[config.mk]
export PLATFORM = sky130hd
export DESIGN_NAME = dsp_instruction_decoder
export DESIGN_NICKNAME = d
export VERILOG_FILES = /design/src/dsp_decoder_pkg.sv /design/src/dsp_instruction_decoder.sv
export SDC_FILE = /design/constraint.sdc
export NUM_CORES = 1
export LEC_CHECK = 0
export BUFFER_PORTS_ARGS = -buffer_cell sky130_fd_sc_hd__buf_2
export CAP_MARGIN = 25
export CORE_MARGIN = 10
export CORE_UTILIZATION = 38
export DETAILED_ROUTE_END_ITERATION = 10
export PLACE_DENSITY = 0.6
export SLEW_MARGIN = 10
export SYNTH_ARGS = -nofsm -noshare
export SYNTH_HDL_FRONTEND = slang
export SYNTH_SLANG_ARGS = --single-unit
[constraint.sdc]
create_clock -name clk -period 7 [get_ports clk]
set_clock_uncertainty 0.05 [all_clocks]
set_input_delay 1.4 -clock clk [delete_from_list [all_inputs] [get_ports clk]]
set_output_delay 1.4 -clock clk [all_outputs]
set_load 0.01 [all_outputs]
[src/dsp_decoder_pkg.sv]
// Constants, types and decode functions for the instruction decoder
// Contract
// - 0xE3 with 0x44 branches on negative, 4/2
// - Mask and state 1000 branch on zero
// - 0xBE30 indirect call through accumulator, 4 cycles
// - 0xBF44-0xBF47 compares current aux with zero
// - 0xAF port input, two words, 2 cycles
// - 0x6B load accumulator, shift from temp, 1
// - 0x8B88-0x8B8F loads aux pointer, one cycle
// - 1011110P immediate page load, 2 cycles
// - 0x0E loads status word zero, 2 cycles
// - 0x70 temp load plus accumulate product, 1
// - 0x71 temp load, product into accumulator
// - 0xA3 two-word multiply-accumulate-move, 3 cycles
// - 0x50 multiply-add, 0x51 multiply-subtract, one cycle
// - 0xA0 one-cycle accumulator normalize step
// - 0xBE3C pushes low accumulator, 0xBE32 pops
// - 111011TP conditional return, 4 taken, 2 not
// - 0xBB immediate repeat, 0x0B memory-count repeat
// - 10011SHF store high, 10010SHF store low
// - 0xBE05 subtracts product from accumulator
// - 0x53 square and subtract previous product
// - 0x64 subtract with inverted carry borrow
// - 0x68 zero low, load high, round
// - Select 00 bio low, 01/10 test, 11 none
// - Masked flag matching state bit meets condition
// - Repeat N runs N+1 times, interrupts masked
package dsp_decoder_pkg;

  // ----------------------------------------
  // Register map and reset values
  // ----------------------------------------
  localparam int AXI_ADDR_W = 8;
  localparam logic [7:0] OFS_WORD0 = 8'h00;
  localparam logic [7:0] OFS_WORD1 = 8'h04;
  localparam logic [7:0] OFS_FLAGS = 8'h08;
  localparam logic [7:0] OFS_CMD = 8'h0C;
  localparam logic [7:0] OFS_RESULT = 8'h10;
  localparam logic [7:0] OFS_REPEAT = 8'h14;
  localparam logic [15:0] WORD_RST = 16'h8B00;
  localparam logic [5:0] FLAGS_RST = 6'h20;
  localparam logic [15:0] RPT_RST = 16'h0000;
  localparam logic [1:0] RESP_OKAY = 2'h0;
  localparam logic [1:0] RESP_SLVERR = 2'h2;

  // Flag bit positions
  localparam int FLAG_C = 0;
  localparam int FLAG_V = 1;
  localparam int FLAG_L = 2;
  localparam int FLAG_Z = 3;
  localparam int FLAG_TC = 4;
  localparam int FLAG_BIO = 5;

  // Result and repeat register field positions
  localparam int RES_WORDS_LSB = 8;
  localparam int RES_CYC_LSB = 12;
  localparam int RES_COND_BIT = 16;
  localparam int RES_ILL_BIT = 17;
  localparam int RES_FIELD_LSB = 20;
  localparam int RPT_ACTIVE_BIT = 16;

  // Cycle and word counts
  localparam logic [1:0] WORDS_ONE = 2'h1;
  localparam logic [1:0] WORDS_TWO = 2'h2;
  localparam logic [2:0] CYC_ONE = 3'h1;
  localparam logic [2:0] CYC_TWO = 3'h2;
  localparam logic [2:0] CYC_THREE = 3'h3;
  localparam logic [2:0] CYC_FOUR = 3'h4;

  typedef enum logic [4:0] {
    illegal_op = 5'h00,
    cond_branch_op = 5'h01,
    call_indirect_op = 5'h02,
    aux_compare_op = 5'h03,
    port_in_op = 5'h04,
    load_acc_tshift_op = 5'h05,
    aux_modify_op = 5'h06,
    page_load_op = 5'h07,
    status_load_op = 5'h08,
    tload_accum_op = 5'h09,
    tload_prodmove_op = 5'h0A,
    mac_move_op = 5'h0B,
    mul_add_prev_op = 5'h0C,
    mul_sub_prev_op = 5'h0D,
    normalize_op = 5'h0E,
    push_acc_op = 5'h0F,
    pop_acc_op = 5'h10,
    cond_return_op = 5'h11,
    repeat_imm_op = 5'h12,
    repeat_mem_op = 5'h13,
    store_acc_high_op = 5'h14,
    store_acc_low_op = 5'h15,
    sub_product_op = 5'h16,
    square_sub_op = 5'h17,
    sub_borrow_op = 5'h18,
    zero_load_round_op = 5'h19,
    cond_call_op = 5'h1A
  } op_t;

  // ----------------------------------------
  // Decode functions
  // ----------------------------------------
  function automatic op_t decode_word(input logic [15:0] w);
    op_t op;
    op = illegal_op;
    if (w[15:10] == 6'h38) op = cond_branch_op;
    else if (w[15:10] == 6'h3A) op = cond_call_op;
    else if (w[15:10] == 6'h3B) op = cond_return_op;
    else if (w == 16'hBE30) op = call_indirect_op;
    else if (w == 16'hBE3C) op = push_acc_op;
    else if (w == 16'hBE32) op = pop_acc_op;
    else if (w == 16'hBE05) op = sub_product_op;
    else if (w[15:2] == 14'h2FD1) op = aux_compare_op;
    else if (w[15:3] == 13'h1171) op = aux_modify_op;
    else if (w[15:9] == 7'h5E) op = page_load_op;
    else if (w[15:12] == 4'h9) op = w[11] ? store_acc_high_op : store_acc_low_op;
    else begin
      case (w[15:8])
        8'hAF: op = port_in_op;
        8'h6B: op = load_acc_tshift_op;
        8'h0E: op = status_load_op;
        8'h70: op = tload_accum_op;
        8'h71: op = tload_prodmove_op;
        8'hA3: op = mac_move_op;
        8'h50: op = mul_add_prev_op;
        8'h51: op = mul_sub_prev_op;
        8'hA0: op = normalize_op;
        8'hBB: op = repeat_imm_op;
        8'h0B: op = repeat_mem_op;
        8'h53: op = square_sub_op;
        8'h64: op = sub_borrow_op;
        8'h68: op = zero_load_round_op;
        default: op = illegal_op;
      endcase
    end
    return op;
  endfunction

  // Select field and mask/state test combined; an empty mask tests nothing
  function automatic logic cond_holds(input logic [15:0] w, input logic [5:0] f);
    logic sel_ok;
    logic cond_mask_field_ok;
    case (w[9:8])
      2'h0: sel_ok = ~f[FLAG_BIO];
      2'h1: sel_ok = f[FLAG_TC];
      2'h2: sel_ok = ~f[FLAG_TC];
      default: sel_ok = 1'b1;
    endcase
    cond_mask_field_ok = (w[3:0] == 4'h0) | (|(w[3:0] & ~(w[7:4] ^ f[3:0])));
    return sel_ok & cond_mask_field_ok;
  endfunction

  function automatic logic [1:0] words_of(input op_t op);
    case (op)
      cond_branch_op, cond_call_op, port_in_op, mac_move_op: return WORDS_TWO;
      default: return WORDS_ONE;
    endcase
  endfunction

  function automatic logic [2:0] cycles_of(input op_t op, input logic taken);
    case (op)
      cond_branch_op, cond_call_op, cond_return_op: return taken ? CYC_FOUR : CYC_TWO;
      call_indirect_op: return CYC_FOUR;
      mac_move_op: return CYC_THREE;
      port_in_op, page_load_op, status_load_op: return CYC_TWO;
      default: return CYC_ONE;
    endcase
  endfunction

endpackage

[src/dsp_instruction_decoder.sv]
// Instruction decoder with repeat control and an AXI4-Lite register window
`timescale 1ns/1ps
module dsp_instruction_decoder (
  input wire logic clk,
  input wire logic rst,
  input wire logic instr_valid,
  input wire logic [15:0] instr_word0,
  input wire logic [15:0] instr_word1,
  input wire logic [15:0] rpt_mem_count,
  input wire logic hold_req,
  output logic dec_valid,
  output logic [4:0] dec_op,
  output logic [1:0] dec_words,
  output logic [2:0] dec_cycles,
  output logic dec_cond,
  output logic dec_illegal,
  output logic [8:0] dec_field,
  output logic [15:0] dec_operand,
  output logic irq_block,
  output logic rpt_active,
  input wire logic [7:0] s_axi_awaddr,
  input wire logic s_axi_awvalid,
  output logic s_axi_awready,
  input wire logic [31:0] s_axi_wdata,
  input wire logic [3:0] s_axi_wstrb,
  input wire logic s_axi_wvalid,
  output logic s_axi_wready,
  output logic [1:0] s_axi_bresp,
  output logic s_axi_bvalid,
  input wire logic s_axi_bready,
  input wire logic [7:0] s_axi_araddr,
  input wire logic s_axi_arvalid,
  output logic s_axi_arready,
  output logic [31:0] s_axi_rdata,
  output logic [1:0] s_axi_rresp,
  output logic s_axi_rvalid,
  input wire logic s_axi_rready
);

  // ----------------------------------------
  // Declarations
  // ----------------------------------------
  logic [15:0] word0_reg;
  logic [15:0] word1_reg;
  logic [5:0] flags_reg;
  logic go_reg;
  logic hold_meta_reg;
  logic hold_sync_reg;
  logic aw_have_reg;
  logic w_have_reg;
  logic [7:0] aw_addr_reg;
  logic [31:0] w_data_reg;
  logic [3:0] w_strb_reg;
  logic awready_reg;
  logic wready_reg;
  logic bvalid_reg;
  logic [1:0] bresp_reg;
  logic arready_reg;
  logic rvalid_reg;
  logic [31:0] rdata_reg;
  logic [1:0] rresp_reg;
  logic dec_valid_reg;
  logic [4:0] dec_op_reg;
  logic [1:0] dec_words_reg;
  logic [2:0] dec_cycles_reg;
  logic dec_cond_reg;
  logic dec_illegal_reg;
  logic [8:0] dec_field_reg;
  logic [15:0] dec_operand_reg;
  logic [15:0] rpt_cnt_reg;
  logic rpt_active_reg;
  logic [15:0] cur_w0;
  logic [15:0] cur_w1;
  logic dec_go;
  dsp_decoder_pkg::op_t cur_op;
  logic cur_cond;
  logic [8:0] cur_field;
  logic wr_fire;
  logic wr_hit;
  logic [31:0] result_word;
  logic [31:0] repeat_word;

  // ----------------------------------------
  // Hold pin synchroniser
  // ----------------------------------------
  always_ff @(posedge clk or posedge rst) begin
    if (rst) begin
      hold_meta_reg <= 1'b0;
      hold_sync_reg <= 1'b0;
    end else begin
      hold_meta_reg <= hold_req;
      hold_sync_reg <= hold_meta_reg;
    end
  end

  // ----------------------------------------
  // Decode source and combinational decode
  // ----------------------------------------
  // The fetch path wins; a software trigger in the same cycle is dropped
  assign dec_go = instr_valid | go_reg;
  assign cur_w0 = instr_valid ? instr_word0 : word0_reg;
  assign cur_w1 = instr_valid ? instr_word1 : word1_reg;
  assign cur_op = dsp_decoder_pkg::decode_word(cur_w0);

  always_comb begin
    cur_cond = 1'b1;
    cur_field = 9'h000;
    case (cur_op)
      dsp_decoder_pkg::cond_branch_op,
      dsp_decoder_pkg::cond_call_op,
      dsp_decoder_pkg::cond_return_op: cur_cond = dsp_decoder_pkg::cond_holds(cur_w0, flags_reg);
      dsp_decoder_pkg::aux_compare_op: cur_field = {7'h00, cur_w0[1:0]};
      dsp_decoder_pkg::aux_modify_op: cur_field = {6'h00, cur_w0[2:0]};
      dsp_decoder_pkg::page_load_op: cur_field = cur_w0[8:0];
      dsp_decoder_pkg::repeat_imm_op: cur_field = {1'b0, cur_w0[7:0]};
      dsp_decoder_pkg::store_acc_high_op,
      dsp_decoder_pkg::store_acc_low_op: cur_field = {6'h00, cur_w0[10:8]};
      default: cur_field = {1'b0, cur_w0[7:0]};
    endcase
  end

  // ----------------------------------------
  // Decoded outputs
  // ----------------------------------------
  always_ff @(posedge clk or posedge rst) begin
    if (rst) begin
      dec_valid_reg <= 1'b0;
      dec_op_reg <= 5'h00;
      dec_words_reg <= dsp_decoder_pkg::WORDS_ONE;
      dec_cycles_reg <= dsp_decoder_pkg::CYC_ONE;
      dec_cond_reg <= 1'b0;
      dec_illegal_reg <= 1'b0;
      dec_field_reg <= 9'h000;
      dec_operand_reg <= 16'h0000;
    end else begin
      dec_valid_reg <= dec_go;
      if (dec_go) begin
        dec_op_reg <= cur_op;
        dec_words_reg <= dsp_decoder_pkg::words_of(cur_op);
        dec_cycles_reg <= dsp_decoder_pkg::cycles_of(cur_op, cur_cond);
        dec_cond_reg <= cur_cond;
        dec_illegal_reg <= (cur_op == dsp_decoder_pkg::illegal_op);
        dec_field_reg <= cur_field;
        // Second word carries branch target or port address
        dec_operand_reg <= cur_w1;
      end
    end
  end

  // ----------------------------------------
  // Repeat counter
  // ----------------------------------------
  // Count N gives N+1 executions; hold pauses the count, keeps the mask
  always_ff @(posedge clk or posedge rst) begin
    if (rst) begin
      rpt_cnt_reg <= dsp_decoder_pkg::RPT_RST;
      rpt_active_reg <= 1'b0;
    end else if (dec_go && !rpt_active_reg &&
                 cur_op == dsp_decoder_pkg::repeat_imm_op) begin
      rpt_cnt_reg <= {8'h00, cur_w0[7:0]};
      rpt_active_reg <= 1'b1;
    end else if (dec_go && !rpt_active_reg &&
                 cur_op == dsp_decoder_pkg::repeat_mem_op) begin
      rpt_cnt_reg <= rpt_mem_count;
      rpt_active_reg <= 1'b1;
    end else if (dec_go && rpt_active_reg && !hold_sync_reg) begin
      if (rpt_cnt_reg == 16'h0000) begin
        rpt_active_reg <= 1'b0;
      end else begin
        rpt_cnt_reg <= rpt_cnt_reg - 16'h0001;
      end
    end
  end

  // ----------------------------------------
  // AXI4-Lite write channel
  // ----------------------------------------
  assign wr_fire = aw_have_reg & w_have_reg & ~bvalid_reg;
  assign wr_hit = (aw_addr_reg == dsp_decoder_pkg::OFS_WORD0) |
                  (aw_addr_reg == dsp_decoder_pkg::OFS_WORD1) |
                  (aw_addr_reg == dsp_decoder_pkg::OFS_FLAGS) |
                  (aw_addr_reg == dsp_decoder_pkg::OFS_CMD);

  always_ff @(posedge clk or posedge rst) begin
    if (rst) begin
      aw_have_reg <= 1'b0;
      aw_addr_reg <= 8'h00;
      awready_reg <= 1'b0;
    end else if (s_axi_awvalid && awready_reg) begin
      aw_have_reg <= 1'b1;
      aw_addr_reg <= {s_axi_awaddr[7:2], 2'h0};
      awready_reg <= 1'b0;
    end else if (wr_fire) begin
      aw_have_reg <= 1'b0;
    end else begin
      awready_reg <= ~aw_have_reg & ~bvalid_reg;
    end
  end

  always_ff @(posedge clk or posedge rst) begin
    if (rst) begin
      w_have_reg <= 1'b0;
      w_data_reg <= 32'h00000000;
      w_strb_reg <= 4'h0;
      wready_reg <= 1'b0;
    end else if (s_axi_wvalid && wready_reg) begin
      w_have_reg <= 1'b1;
      w_data_reg <= s_axi_wdata;
      w_strb_reg <= s_axi_wstrb;
      wready_reg <= 1'b0;
    end else if (wr_fire) begin
      w_have_reg <= 1'b0;
    end else begin
      wready_reg <= ~w_have_reg & ~bvalid_reg;
    end
  end

  always_ff @(posedge clk or posedge rst) begin
    if (rst) begin
      bvalid_reg <= 1'b0;
      bresp_reg <= dsp_decoder_pkg::RESP_OKAY;
    end else if (wr_fire) begin
      bvalid_reg <= 1'b1;
      bresp_reg <= wr_hit ? dsp_decoder_pkg::RESP_OKAY : dsp_decoder_pkg::RESP_SLVERR;
    end else if (s_axi_bready) begin
      bvalid_reg <= 1'b0;
    end
  end

  // ----------------------------------------
  // Software registers
  // ----------------------------------------
  always_ff @(posedge clk or posedge rst) begin
    if (rst) begin
      word0_reg <= dsp_decoder_pkg::WORD_RST;
      word1_reg <= 16'h0000;
      flags_reg <= dsp_decoder_pkg::FLAGS_RST;
    end else if (wr_fire) begin
      if (aw_addr_reg == dsp_decoder_pkg::OFS_WORD0) begin
        if (w_strb_reg[0]) word0_reg[7:0] <= w_data_reg[7:0];
        if (w_strb_reg[1]) word0_reg[15:8] <= w_data_reg[15:8];
      end
      if (aw_addr_reg == dsp_decoder_pkg::OFS_WORD1) begin
        if (w_strb_reg[0]) word1_reg[7:0] <= w_data_reg[7:0];
        if (w_strb_reg[1]) word1_reg[15:8] <= w_data_reg[15:8];
      end
      if (aw_addr_reg == dsp_decoder_pkg::OFS_FLAGS && w_strb_reg[0]) begin
        flags_reg <= w_data_reg[5:0];
      end
    end
  end

  // Trigger pulse lasts one cycle, so a stuck bit cannot re-decode forever
  always_ff @(posedge clk or posedge rst) begin
    if (rst) begin
      go_reg <= 1'b0;
    end else begin
      go_reg <= wr_fire & (aw_addr_reg == dsp_decoder_pkg::OFS_CMD) &
                w_strb_reg[0] & w_data_reg[0];
    end
  end

  // ----------------------------------------
  // AXI4-Lite read channel
  // ----------------------------------------
  assign result_word = {3'h0, dec_field_reg, 2'h0, dec_illegal_reg, dec_cond_reg,
                        1'b0, dec_cycles_reg, 2'h0, dec_words_reg, 3'h0, dec_op_reg};
  assign repeat_word = {15'h0000, rpt_active_reg, rpt_cnt_reg};

  always_ff @(posedge clk or posedge rst) begin
    if (rst) begin
      arready_reg <= 1'b0;
      rvalid_reg <= 1'b0;
      rdata_reg <= 32'h00000000;
      rresp_reg <= dsp_decoder_pkg::RESP_OKAY;
    end else if (s_axi_arvalid && arready_reg) begin
      arready_reg <= 1'b0;
      rvalid_reg <= 1'b1;
      rresp_reg <= dsp_decoder_pkg::RESP_OKAY;
      case ({s_axi_araddr[7:2], 2'h0})
        dsp_decoder_pkg::OFS_WORD0: rdata_reg <= {16'h0000, word0_reg};
        dsp_decoder_pkg::OFS_WORD1: rdata_reg <= {16'h0000, word1_reg};
        dsp_decoder_pkg::OFS_FLAGS: rdata_reg <= {26'h0000000, flags_reg};
        dsp_decoder_pkg::OFS_CMD: rdata_reg <= 32'h00000000;
        dsp_decoder_pkg::OFS_RESULT: rdata_reg <= result_word;
        dsp_decoder_pkg::OFS_REPEAT: rdata_reg <= repeat_word;
        default: begin
          rdata_reg <= 32'h00000000;
          rresp_reg <= dsp_decoder_pkg::RESP_SLVERR;
        end
      endcase
    end else if (rvalid_reg) begin
      if (s_axi_rready) rvalid_reg <= 1'b0;
    end else begin
      arready_reg <= 1'b1;
    end
  end

  // ----------------------------------------
  // Output drive
  // ----------------------------------------
  assign dec_valid = dec_valid_reg;
  assign dec_op = dec_op_reg;
  assign dec_words = dec_words_reg;
  assign dec_cycles = dec_cycles_reg;
  assign dec_cond = dec_cond_reg;
  assign dec_illegal = dec_illegal_reg;
  assign dec_field = dec_field_reg;
  assign dec_operand = dec_operand_reg;
  assign irq_block = rpt_active_reg;
  assign rpt_active = rpt_active_reg;
  assign s_axi_awready = awready_reg;
  assign s_axi_wready = wready_reg;
  assign s_axi_bresp = bresp_reg;
  assign s_axi_bvalid = bvalid_reg;
  assign s_axi_arready = arready_reg;
  assign s_axi_rdata = rdata_reg;
  assign s_axi_rresp = rresp_reg;
  assign s_axi_rvalid = rvalid_reg;

endmodule // dsp_instruction_decoder

==> results of run 1 <==
-- worst reg2reg max path, cell delays in order, from the launching register on --
cell	delay, ns
dfstp_2	0.63
or3b_1	0.45
a222oi_1	0.79
nand4_1	0.30
o2111ai_1	0.26
o41ai_1	0.24
or2_1	0.30
nor3_2	0.70
buf_4	0.35
mux2i_1	0.22
-- logic make-up after synthesis --
logic type | share of synthesized area
mux | 0.188
other cells | 0.000474
buf+inv | 0.0329
flops | 0.495
compound gates | 0.120
xor+xnor | 0.0221
simple gates | 0.140
fa+ha+maj | 0.00158
-- metrics by stage --
stage | hold slack (ns) | cells | setup slack (ns) | area (um^2) | util
final | 0.306 | 1170 | 1.64 | 9530 | 0.468
after global routing | 0.323 | 1169 | 1.48 | 9520 | 0.468
after CTS | 0.312 | 1167 | 1.72 | 9520 | 0.467
after detailed placement | 0.292 | 1136 | 1.26 | 8930 | 0.438
after global placement | 0.291 | 1136 | 1.34 | 8930 | 0.438
after floorplan | 0.281 | 736 | 1.36 | 7930 | -
-- routing by layer --
metal,wire length (um),share of wire
met5,45,0.0018
met4,467,0.019
met3,2290,0.094
met2,10900,0.45
met1,10700,0.44
-- report_power, final --
group	total, W	internal, W	switching (W)
Combinational	0.000569	0.000279	0.000290
Clock	0.000926	0.000532	0.000394
Sequential	0.00131	0.00109	0.000217
-- final timing paths --
| check | startpoint | to | cells past startpoint |
|---|---|---|---|
| max | instr_valid | rpt_cnt_reg[14]$_DFFE_PP0P_ | 12 |
| min | hold_meta_reg$_DFF_PP0_ | hold_sync_reg$_DFF_PP0_ | 0 |
| max reg2reg | word0_reg[15]$_DFFE_PP1P_ | rpt_cnt_reg[14]$_DFFE_PP0P_ | 9 |
| min reg2reg | hold_meta_reg$_DFF_PP0_ | hold_sync_reg$_DFF_PP0_ | 0 |
| max in group asynchronous | rst | dec_field[5]$_DFFE_PP0N_ | 3 |
| min in group asynchronous | rst | aw_have_reg$_DFFE_PP0P_ | 2 |
-- layout make-up --
| class | count | area share |
|---|---|---|
| diodes | 2 | 0.000525 |
| clock buffers | 17 | 0.0447 |
| clock inverters | 14 | 0.0168 |
| inverters | 11 | 0.00486 |
| multi-input cells | 530 | 0.395 |
| flip-flops and latches | 156 | 0.411 |
| well taps | 270 | 0.0355 |
| repair buffers | 170 | 0.0917 |
-- Yosys cell counts, types with 4 or more instances --
cell and instances:
dfrtp_1 149, nand2_1 95, mux2_2 71, mux2i_1 56
o21ai_0 48, nor2_1 39, nand3_1 21, clkbuf_1 20
a21oi_1 17, a22o_1 15, a22oi_1 14, xnor2_1 13
inv_1 11, nand3b_1 11, buf_4 8, dfstp_2 7
nand4_1 7, nor4_1 7, xor2_1 7, a31oi_1 6
o22ai_1 6, mux4_2 5, nor3_1 5, o21ai_1 5
or3_1 5, or3b_2 5, buf_1 4, nand4b_1 4
o21a_1 4
==> impl_metrics.yaml, run 1 <==
run_status:
  status: "finished clean"
synth:
  synth_top_area_share: 0.471
  synthCells: 730
  ys.flop_type: "dfrtp_1"
  synth_cell_types: 65
  ys_warn_count: 0
  synthTopCellsByArea: "dfrtp_1 (47%), mux2_2 (10%), mux2i_1 (7.1%)"
  synth_area_leader_cell: "dfrtp_1"
  synthesis.area_um2: 7910
  synth_edf_count: 0
  ys_ff_latch: 156
  async_flop_share: 1.00
  ys_seq_area_frac: 0.495
  syn_area_per_cell_um2: 10.8
floorplan:
  chipWidth_um: 164
  die_area_um2: 27000
  coreArea_um2: 20400
  start_util: 0.388
  die-height_um: 164
  ios: 190
  rows: 52
grt:
  grt_pass1_wl_um: 37400
  track_usage: 0.181
  overflow: 0
  met3_usage: 0.0618
  grt.busiest_layer: "met2"
  grt_pass1_vias: 6431
  gr-usage-met1: 0.240
  antenna_found_initial: 5
  gr-usage-met2: 0.271
  grt_start_max_net_pins: 102
worst_setup_path:
  cpPeakStageDelay_ns: 0.71
  crit_top_cell: "buf_4"
  cp_max_fo: 47
  slowest_stage: "mux2i_1"
  critPathLaunchType: "input port"
  arrival_ns: 5.66
  worst_setup_path_end_kind: "flop"
  cp.buffers_inverters: 4
  rrSetupSlack_ns: 2.64
  crit_chain: "buf_2, buf_4, mux2i_1, a211oi_1, nand4_1, nand2_1, o41ai_1, buf_4, nand3_1, nor3_2, buf_4, mux2i_1"
  worstPathRequired_ns: 7.30
  path_delay_family: "buffers and inverters"
  path_class: "input port to flop"
clocking:
  cts-root-buf: "clkbuf_16"
  cts_resized: 0
  clock-sinks: 156
  clock_path_buffers: 2
  cts_buffers: 17
  cts.reportedPaths.clkPinSlew_ns: 0.06
  htreeDepth: 4
  holdBufCountCts: 0
  tritoncts: "built"
  clk_latency_ns: 0.43
  cts_setup_buffers: 0
drt:
  first_pass_iters: 6
  vias_per_cell: 5.45
  wire_per_inst_um: 20.9
  wl_um: 24400
  drtIter0Drc: 501
  antenna_left: 0
  drc: 0
  vias: 6378
finish:
  drive_gt1_frac: 0.329
  area_growth_syn_to_layout_pct: 20.4
  final_common_cell: "buf_2"
  layout_common_cells: "buf_2 (160), dfrtp_1 (149), nand2_1 (95)"
  largest_register_ffs: 27
  seq_area_um2: 3910
  fill_cells: 1958
  finalNetCount: 996
  multi_input_area_um2: 3760
sta:
  setup_viol: 0
  setup_tns_ns: 0
  fin_crit_ns: 5.36
  timing.slew.headroom: 0.349
  tightest_slew_ns: 0.974
  max_freq_mhz: 187
  maxSlewViolCount: 0
  rsz0062_at_grt: "false"
  fin_crit_sh: 0.765
  final_hold_viol_count: 0
pwr:
  power_density_nw_per_um2: 294
  power_w: 0.00280
  p_leak_nw: 4.42
  max-vdd-ir-drop_mv: 0.217
placed_design:
  dp_hpwl_um: 18800
  port_buffers: 160
  place_congestion: 0.923
min_path:
  min_path_type: "flop to flop"
run:
  maxCapViolations: 0
Power figures use the tool's default switching activity.
==> inputs of run 2 (changes only) <==
--- a/config.mk
+++ b/config.mk
@@ -5,12 +5,13 @@
 export SDC_FILE = /design/constraint.sdc
 export NUM_CORES = 1
 export LEC_CHECK = 0
+export ABC_AREA = 1
 export BUFFER_PORTS_ARGS = -buffer_cell sky130_fd_sc_hd__buf_2
 export CAP_MARGIN = 25
 export CORE_MARGIN = 10
 export CORE_UTILIZATION = 38
 export DETAILED_ROUTE_END_ITERATION = 10
-export PLACE_DENSITY = 0.6
+export PLACE_DENSITY = 0.62
 export SLEW_MARGIN = 10
 export SYNTH_ARGS = -nofsm -noshare
 export SYNTH_HDL_FRONTEND = slang
==> constraint.sdc (replaced) <==
create_clock -name clk -period 4.5 [get_ports clk]
set_clock_uncertainty 0.05 [all_clocks]
set_input_delay 0.9 -clock clk [delete_from_list [all_inputs] [get_ports clk]]
set_output_delay 0.9 -clock clk [all_outputs]
set_load 0.01 [all_outputs]
==> run 2 against run 1 <==
  * Core utilization decreased by 0.15 points
  * Setup slack lost 0.28 ns
  * Worst hold slack worse by 0.0042 ns
  * First-iteration DRC count grew 46%
  * Global-route usage rose by 0.53 points
  * Critical endpoint is now rpt_cnt_reg[15]$_DFFE_PP0P_
  * Critical path depth rose by 1
==> impl_metrics.yaml, run 2 <==
finish:
  final_area_um2: 9860
  final_common_cell: "nand2_1"
  multi_input_area_um2: 3620
  finalNetCount: 1345
  area_growth_syn_to_layout_pct: 20.2
  drive_gt1_frac: 0.199
  layout_common_cells: "nand2_1 (343), buf_2 (160), dfrtp_1 (149)"
  fill_cells: 2162
  largest_register_ffs: 27
  final_util: 0.466
  seq_area_um2: 3910
pwr:
  p_leak_nw: 5.00
  intPower_w: 0.00330
  switching_power_w: 0.00188
  power_density_nw_per_um2: 526
  max-vdd-ir-drop_mv: 0.289
  p_clk_frac: 0.299
  switching_share: 0.363
  pwr-share-seq: 0.411
  p_comb_frac: 0.291
drt:
  wire_per_inst_um: 17.4
  antenna_left: 0
  vias: 7724
  first_pass_iters: 5
  drtIter0Drc: 730
  wl_um: 26500
  drc: 0
  vias_per_cell: 5.06
floorplan:
  rows: 53
  die-height_um: 167
  start_util: 0.388
  chipWidth_um: 167
  coreArea_um2: 21200
  die_area_um2: 27900
  ios: 190
synth:
  synthCells: 1087
  ys_seq_area_frac: 0.477
  synthTopCellsByArea: "dfrtp_1 (45%), nand2_1 (16%), o21ai_0 (5.2%)"
  synthesis.area_um2: 8210
  ys_ff_latch: 156
  synth_common_cells: "nand2_1 (343), dfrtp_1 (149), inv_1 (114)"
  synth_cell_types: 50
  yosysMostFrequentCell: "nand2_1"
  ys.flop_type: "dfrtp_1"
  syn_area_per_cell_um2: 7.55
  async_flop_share: 1.00
  synth_area_leader_cell: "dfrtp_1"
  synth_edf_count: 0
  ys_warn_count: 0
  synth_top_area_share: 0.454
clocking:
  clock-sinks: 156
  holdBufCountCts: 0
  cts.reportedPaths.clkPinSlew_ns: 0.06
  htreeDepth: 4
  tritoncts: "built"
  cts_buffers: 17
  clock_path_buffers: 2
  cts_setup_buffers: 0
  cts_resized: 0
  cts-root-buf: "clkbuf_16"
  clk_latency_ns: 0.43
worst_setup_path:
  cp_max_fo: 40
  path_class: "input port to flop"
  regToRegEndpoint: "rpt_cnt_reg[15]$_DFFE_PP0P_"
  arrival_ns: 3.44
  startpoint: "instr_valid"
  cp.buffers_inverters: 4
  critPathLaunchType: "input port"
  cpPeakStageDelay_ns: 0.48
  timing.rr.start: "word0_reg[8]$_DFFE_PP1P_"
  crit_top_cell: "nand2_1"
  worstPathRequired_ns: 4.81
  rrSetupSlack_ns: 1.97
  crit_cells: 13
  r2r_cells: 11
  slowest_stage: "inv_2"
  path_delay_family: "simple AND/OR/NAND/NOR gates"
  worst_setup_path_end_kind: "flop"
  crit_chain: "buf_2, inv_2, nand2_1, nand2_1, nand2_1, nor2_4, nand3_4, nand2_2, inv_2, o21ai_2, buf_8, nand3_1, o21ai_1"
  endpoint: "rpt_cnt_reg[15]$_DFFE_PP0P_"
grt:
  antenna_found_initial: 4
  met3_usage: 0.0506
  grt_pass1_vias: 7546
  overflow: 0
  gr-usage-met1: 0.248
  grt_start_max_net_pins: 89
  gr-usage-met2: 0.290
  grt.busiest_layer: "met2"
  track_usage: 0.186
  grt_pass1_wl_um: 41900
sta:
  worst_hold_slack_ns: 0.302
  layout_setup_ws_ns: 1.37
  max_freq_mhz: 319
  setup_viol: 0
  maxSlewViolCount: 0
  setup_tns_ns: 0
  tightest_slew_ns: 0.821
  fin_crit_ns: 3.13
  rsz0062_at_grt: "false"
  fin_crit_sh: 0.696
  timing.slew.headroom: 0.451
  final_hold_viol_count: 0
placed_design:
  place_congestion: 0.948
  dp_hpwl_um: 20300
  placed_cell_area_um2: 9230
  dp_slack_ns: 0.938
  port_buffers: 160
run:
  maxCapViolations: 0
run_status:
  status: "finished clean"
min_path:
  min_path_type: "flop to flop"
[run 2: logic make-up (layout without fill, tap and decap cells)]
| kind of cell | count (synthesis) | count (layout) | share of synthesized area |
|---|---|---|---|
| xor gates and xnor gates | 11 | 11 | 0.0117 |
| buffers and inverters | 168 | 323 | 0.0855 |
| DFF | 156 | 156 | 0.477 |
| other | 1 | 9 | 0.000457 |
| and+or+nand+nor | 525 | 525 | 0.266 |
| adders and majority gates | 1 | 1 | 0.00152 |
| muxes | 7 | 7 | 0.00945 |
| AOI/OAI and AO/OA | 218 | 218 | 0.148 |
[run 2: area by class of cell]
type	instances	area share
multi-input cells	769	0.367
well taps	275	0.0349
clock buffers	22	0.0471
clock inverters	10	0.0162
diodes	2	0.000507
repair buffers	171	0.0916
flip-flops and latches	156	0.397
inverters	120	0.0461
[run 2: per-layer routing]
layer / vias to the layer above / share of wire
met5: - / 0.00030
met1: 3614 / 0.45
met3: 38 / 0.078
li1: 3792 / -
met2: 278 / 0.45
met4: 2 / 0.019
[run 2: worst register-to-register path, stage by stage (launching register included)]
cell     delay, ns
dfstp_2       0.53
nand2_1       0.05
nand2_1       0.22
nand2_1       0.20
nor2_4        0.24
nand3_4       0.32
nand2_2       0.20
inv_2         0.05
o21ai_2       0.17
buf_8         0.25
nand3_1       0.10
o21ai_1       0.09
[run 2: stage by stage]
step                      power [W]  cells
after global routing        0.00553   1524
after global placement      0.00360   1489
after CTS                   0.00521   1523
final                       0.00518   1525
after floorplan             0.00311   1093
after detailed placement    0.00364   1491
[run 2: how the worst min path moves through the flow]
stage                                 start                 endpoint  slack [ns]  depth (start not counted)
detailed placement  hold_meta_reg$_DFF_PP0_  hold_sync_reg$_DFF_PP0_        0.29                          0
CTS                 hold_meta_reg$_DFF_PP0_  hold_sync_reg$_DFF_PP0_        0.31                          0
global placement    hold_meta_reg$_DFF_PP0_  hold_sync_reg$_DFF_PP0_        0.29                          0
global route        hold_meta_reg$_DFF_PP0_  hold_sync_reg$_DFF_PP0_        0.32                          0
finish              hold_meta_reg$_DFF_PP0_  hold_sync_reg$_DFF_PP0_        0.30                          0
floorplan           hold_meta_reg$_DFF_PP0_  hold_sync_reg$_DFF_PP0_        0.28                          0
[run 2: power groups by stage]
| stage | combinational (W) | sequential, W | clock, W |
|---|---|---|---|
| 2_1_floorplan | 0.00103 | 0.00209 | 0 |
| 3_3_place_gp | 0.00147 | 0.00213 | 0 |
| 3_5_place_dp | 0.00150 | 0.00214 | 0 |
| 4_1_cts | 0.00151 | 0.00212 | 0.00157 |
| 5_1_grt | 0.00172 | 0.00218 | 0.00163 |
| 6_report | 0.00151 | 0.00213 | 0.00155 |
==> inputs of run 3 (changes only) <==
==> constraint.sdc (replaced) <==
create_clock -name clk -period 2.77 [get_ports clk]
set_clock_uncertainty 0.05 [all_clocks]
set_input_delay 0.554 -clock clk [delete_from_list [all_inputs] [get_ports clk]]
set_output_delay 0.554 -clock clk [all_outputs]
set_load 0.01 [all_outputs]
==> run 3 against run 2 <==
  * Critical path depth down 4
  * Cell count grew 2.1%
  * Global-route usage is 0.074 points higher
  * Die area stayed put
  * Worst hold slack got worse by 0.14 ns
  * Design area rose by 2.2%
  * Critical path type is now flop to flop
  * Via count fell by 0.87%
  * Combinational power up 66%
  * Non-clock buffer count rose by 30
==> impl_metrics.yaml, run 3 (synthesis gave the netlist of run 2 again) <==
worst_setup_path:
  r2r_cells: 9
  critPathLaunchType: "flop"
  regToRegEndpoint: "rpt_cnt_reg[12]$_DFFE_PP0P_"
  crit_chain: "inv_1, ha_1, nand3_1, nor3_1, nand2_1, xor2_1, mux2_2, nand3_1, o21ai_1"
  worst_setup_path_end_kind: "flop"
  arrival_ns: 2.50
  path_class: "flop to flop"
  rrSetupSlack_ns: 0.53
  timing.rr.start: "rpt_cnt_reg[0]$_DFFE_PP0P_"
  cp_max_fo: 6
  slowest_stage: "dfrtp_1"
  cpPeakStageDelay_ns: 0.36
  worstPathRequired_ns: 3.03
  crit_top_cell: "nand3_1"
pwr:
  p_leak_nw: 5.13
  max-vdd-ir-drop_mv: 0.469
  power_density_nw_per_um2: 817
sta:
  fin_crit_ns: 2.24
  fin_crit_sh: 0.809
  rsz0062_at_grt: "false"
  maxSlewViolCount: 0
  tightest_slew_ns: 0.737
  max_freq_mhz: 446
  final_hold_viol_count: 0
  setup_viol: 0
  setup_tns_ns: 0
  timing.slew.headroom: 0.508
floorplan:
  rows: 53
  die-height_um: 167
  start_util: 0.388
  ios: 190
  coreArea_um2: 21200
  chipWidth_um: 167
  die_area_um2: 27900
grt:
  grt_start_max_net_pins: 47
  grt_pass1_vias: 7517
  track_usage: 0.187
  overflow: 0
  antenna_found_initial: 6
  grt_pass1_wl_um: 42000
finish:
  seq_area_um2: 3910
  fill_cells: 2123
  largest_register_ffs: 27
  multi_input_area_um2: 3620
  layout_common_cells: "nand2_1 (343), buf_2 (160), dfrtp_1 (149)"
  final_area_um2: 10100
  area_growth_syn_to_layout_pct: 22.8
  final_common_cell: "nand2_1"
  drive_gt1_frac: 0.218
  layout.cells.non_filler: 1557
  finalNetCount: 1375
placed_design:
  place_congestion: 0.938
  port_buffers: 160
  dp_hpwl_um: 20900
  placed_cell_area_um2: 9510
  placed_cells: 1521
run:
  maxCapViolations: 0
drt:
  wire_per_inst_um: 17.1
  drtIter0Drc: 500
  vias_per_cell: 4.92
  vias: 7657
  wl_um: 26600
  first_pass_iters: 5
  antenna_left: 0
  drc: 0
clocking:
  cts_buffers: 17
  clk_latency_ns: 0.44
  cts-root-buf: "clkbuf_16"
  clock-sinks: 156
  cts.reportedPaths.clkPinSlew_ns: 0.07
  cts_setup_buffers: 0
  holdBufCountCts: 0
  tritoncts: "built"
  cts_resized: 0
  clock_path_buffers: 2
  htreeDepth: 4
run_status:
  status: "finished clean"
min_path:
  min_path_type: "input port to async pin"
-- run 3: layer usage --
metal	track usage	wire [um]	part of all wire	up-vias
met2	0.295	12400	0.47	225
met5	0	10	0.00038	-
li1	-	-	-	3855
met1	0.249	12100	0.46	3553
met3	0.0508	1830	0.069	22
met4	0.0439	267	0.010	2
-- run 3: cell type report --
| type | count | area share |
|---|---|---|
| multi-input cells | 769 | 0.359 |
| inverters | 120 | 0.0450 |
| repair buffers | 201 | 0.117 |
| well taps | 275 | 0.0341 |
| diodes | 4 | 0.000993 |
| clock buffers | 21 | 0.0447 |
| clock inverters | 11 | 0.0108 |
| flip-flops and latches | 156 | 0.388 |
-- run 3: worst max path at each step --
stage	from	to	cells after the start
2_1_floorplan	rst	aw_addr_reg[2]$_DFFE_PP0P_	1
3_3_place_gp	instr_valid	dec_illegal$_DFFE_PP0N_	16
3_5_place_dp	instr_valid	rpt_cnt_reg[10]$_DFFE_PP0P_	11
4_1_cts	rpt_cnt_reg[0]$_DFFE_PP0P_	rpt_cnt_reg[12]$_DFFE_PP0P_	9
5_1_grt	rpt_cnt_reg[0]$_DFFE_PP0P_	rpt_cnt_reg[14]$_DFFE_PP0P_	10
6_report	rpt_cnt_reg[0]$_DFFE_PP0P_	rpt_cnt_reg[12]$_DFFE_PP0P_	9
-- run 3: metrics by stage --
| step | setup WS [ns] | util | hold slack (ns) | total power [W] |
|---|---|---|---|---|
| floorplan | 0.199 | - | 0.281 | 0.00506 |
| CTS | 0.536 | 0.476 | 0.165 | 0.00828 |
| global route | 0.250 | 0.476 | 0.163 | 0.00884 |
| global placement | 0.170 | 0.450 | 0.290 | 0.00595 |
| finish | 0.530 | 0.477 | 0.158 | 0.00824 |
| detailed placement | 0.132 | 0.450 | 0.298 | 0.00600 |
-- run 3: critical path: cells and delay by family, from the launching register on --
kind | cells | cell delay (ns)
AND/OR/NAND/NOR | 4 | 0.74
multiplexers | 1 | 0.26
buffers and inverters | 1 | 0.18
AO/OA/AOI/OAI | 1 | 0.08
flip-flops | 1 | 0.36
adder cells (fa/ha/maj) | 1 | 0.28
XOR/XNOR | 1 | 0.16
-- run 3: power by group --
part,leakage [nW],switching (W),internal (W),total (W)
Sequential,1.99,0.000522,0.00294,0.00346
Clock,0.262,0.00100,0.00127,0.00227
Combinational,2.87,0.00159,0.000923,0.00251
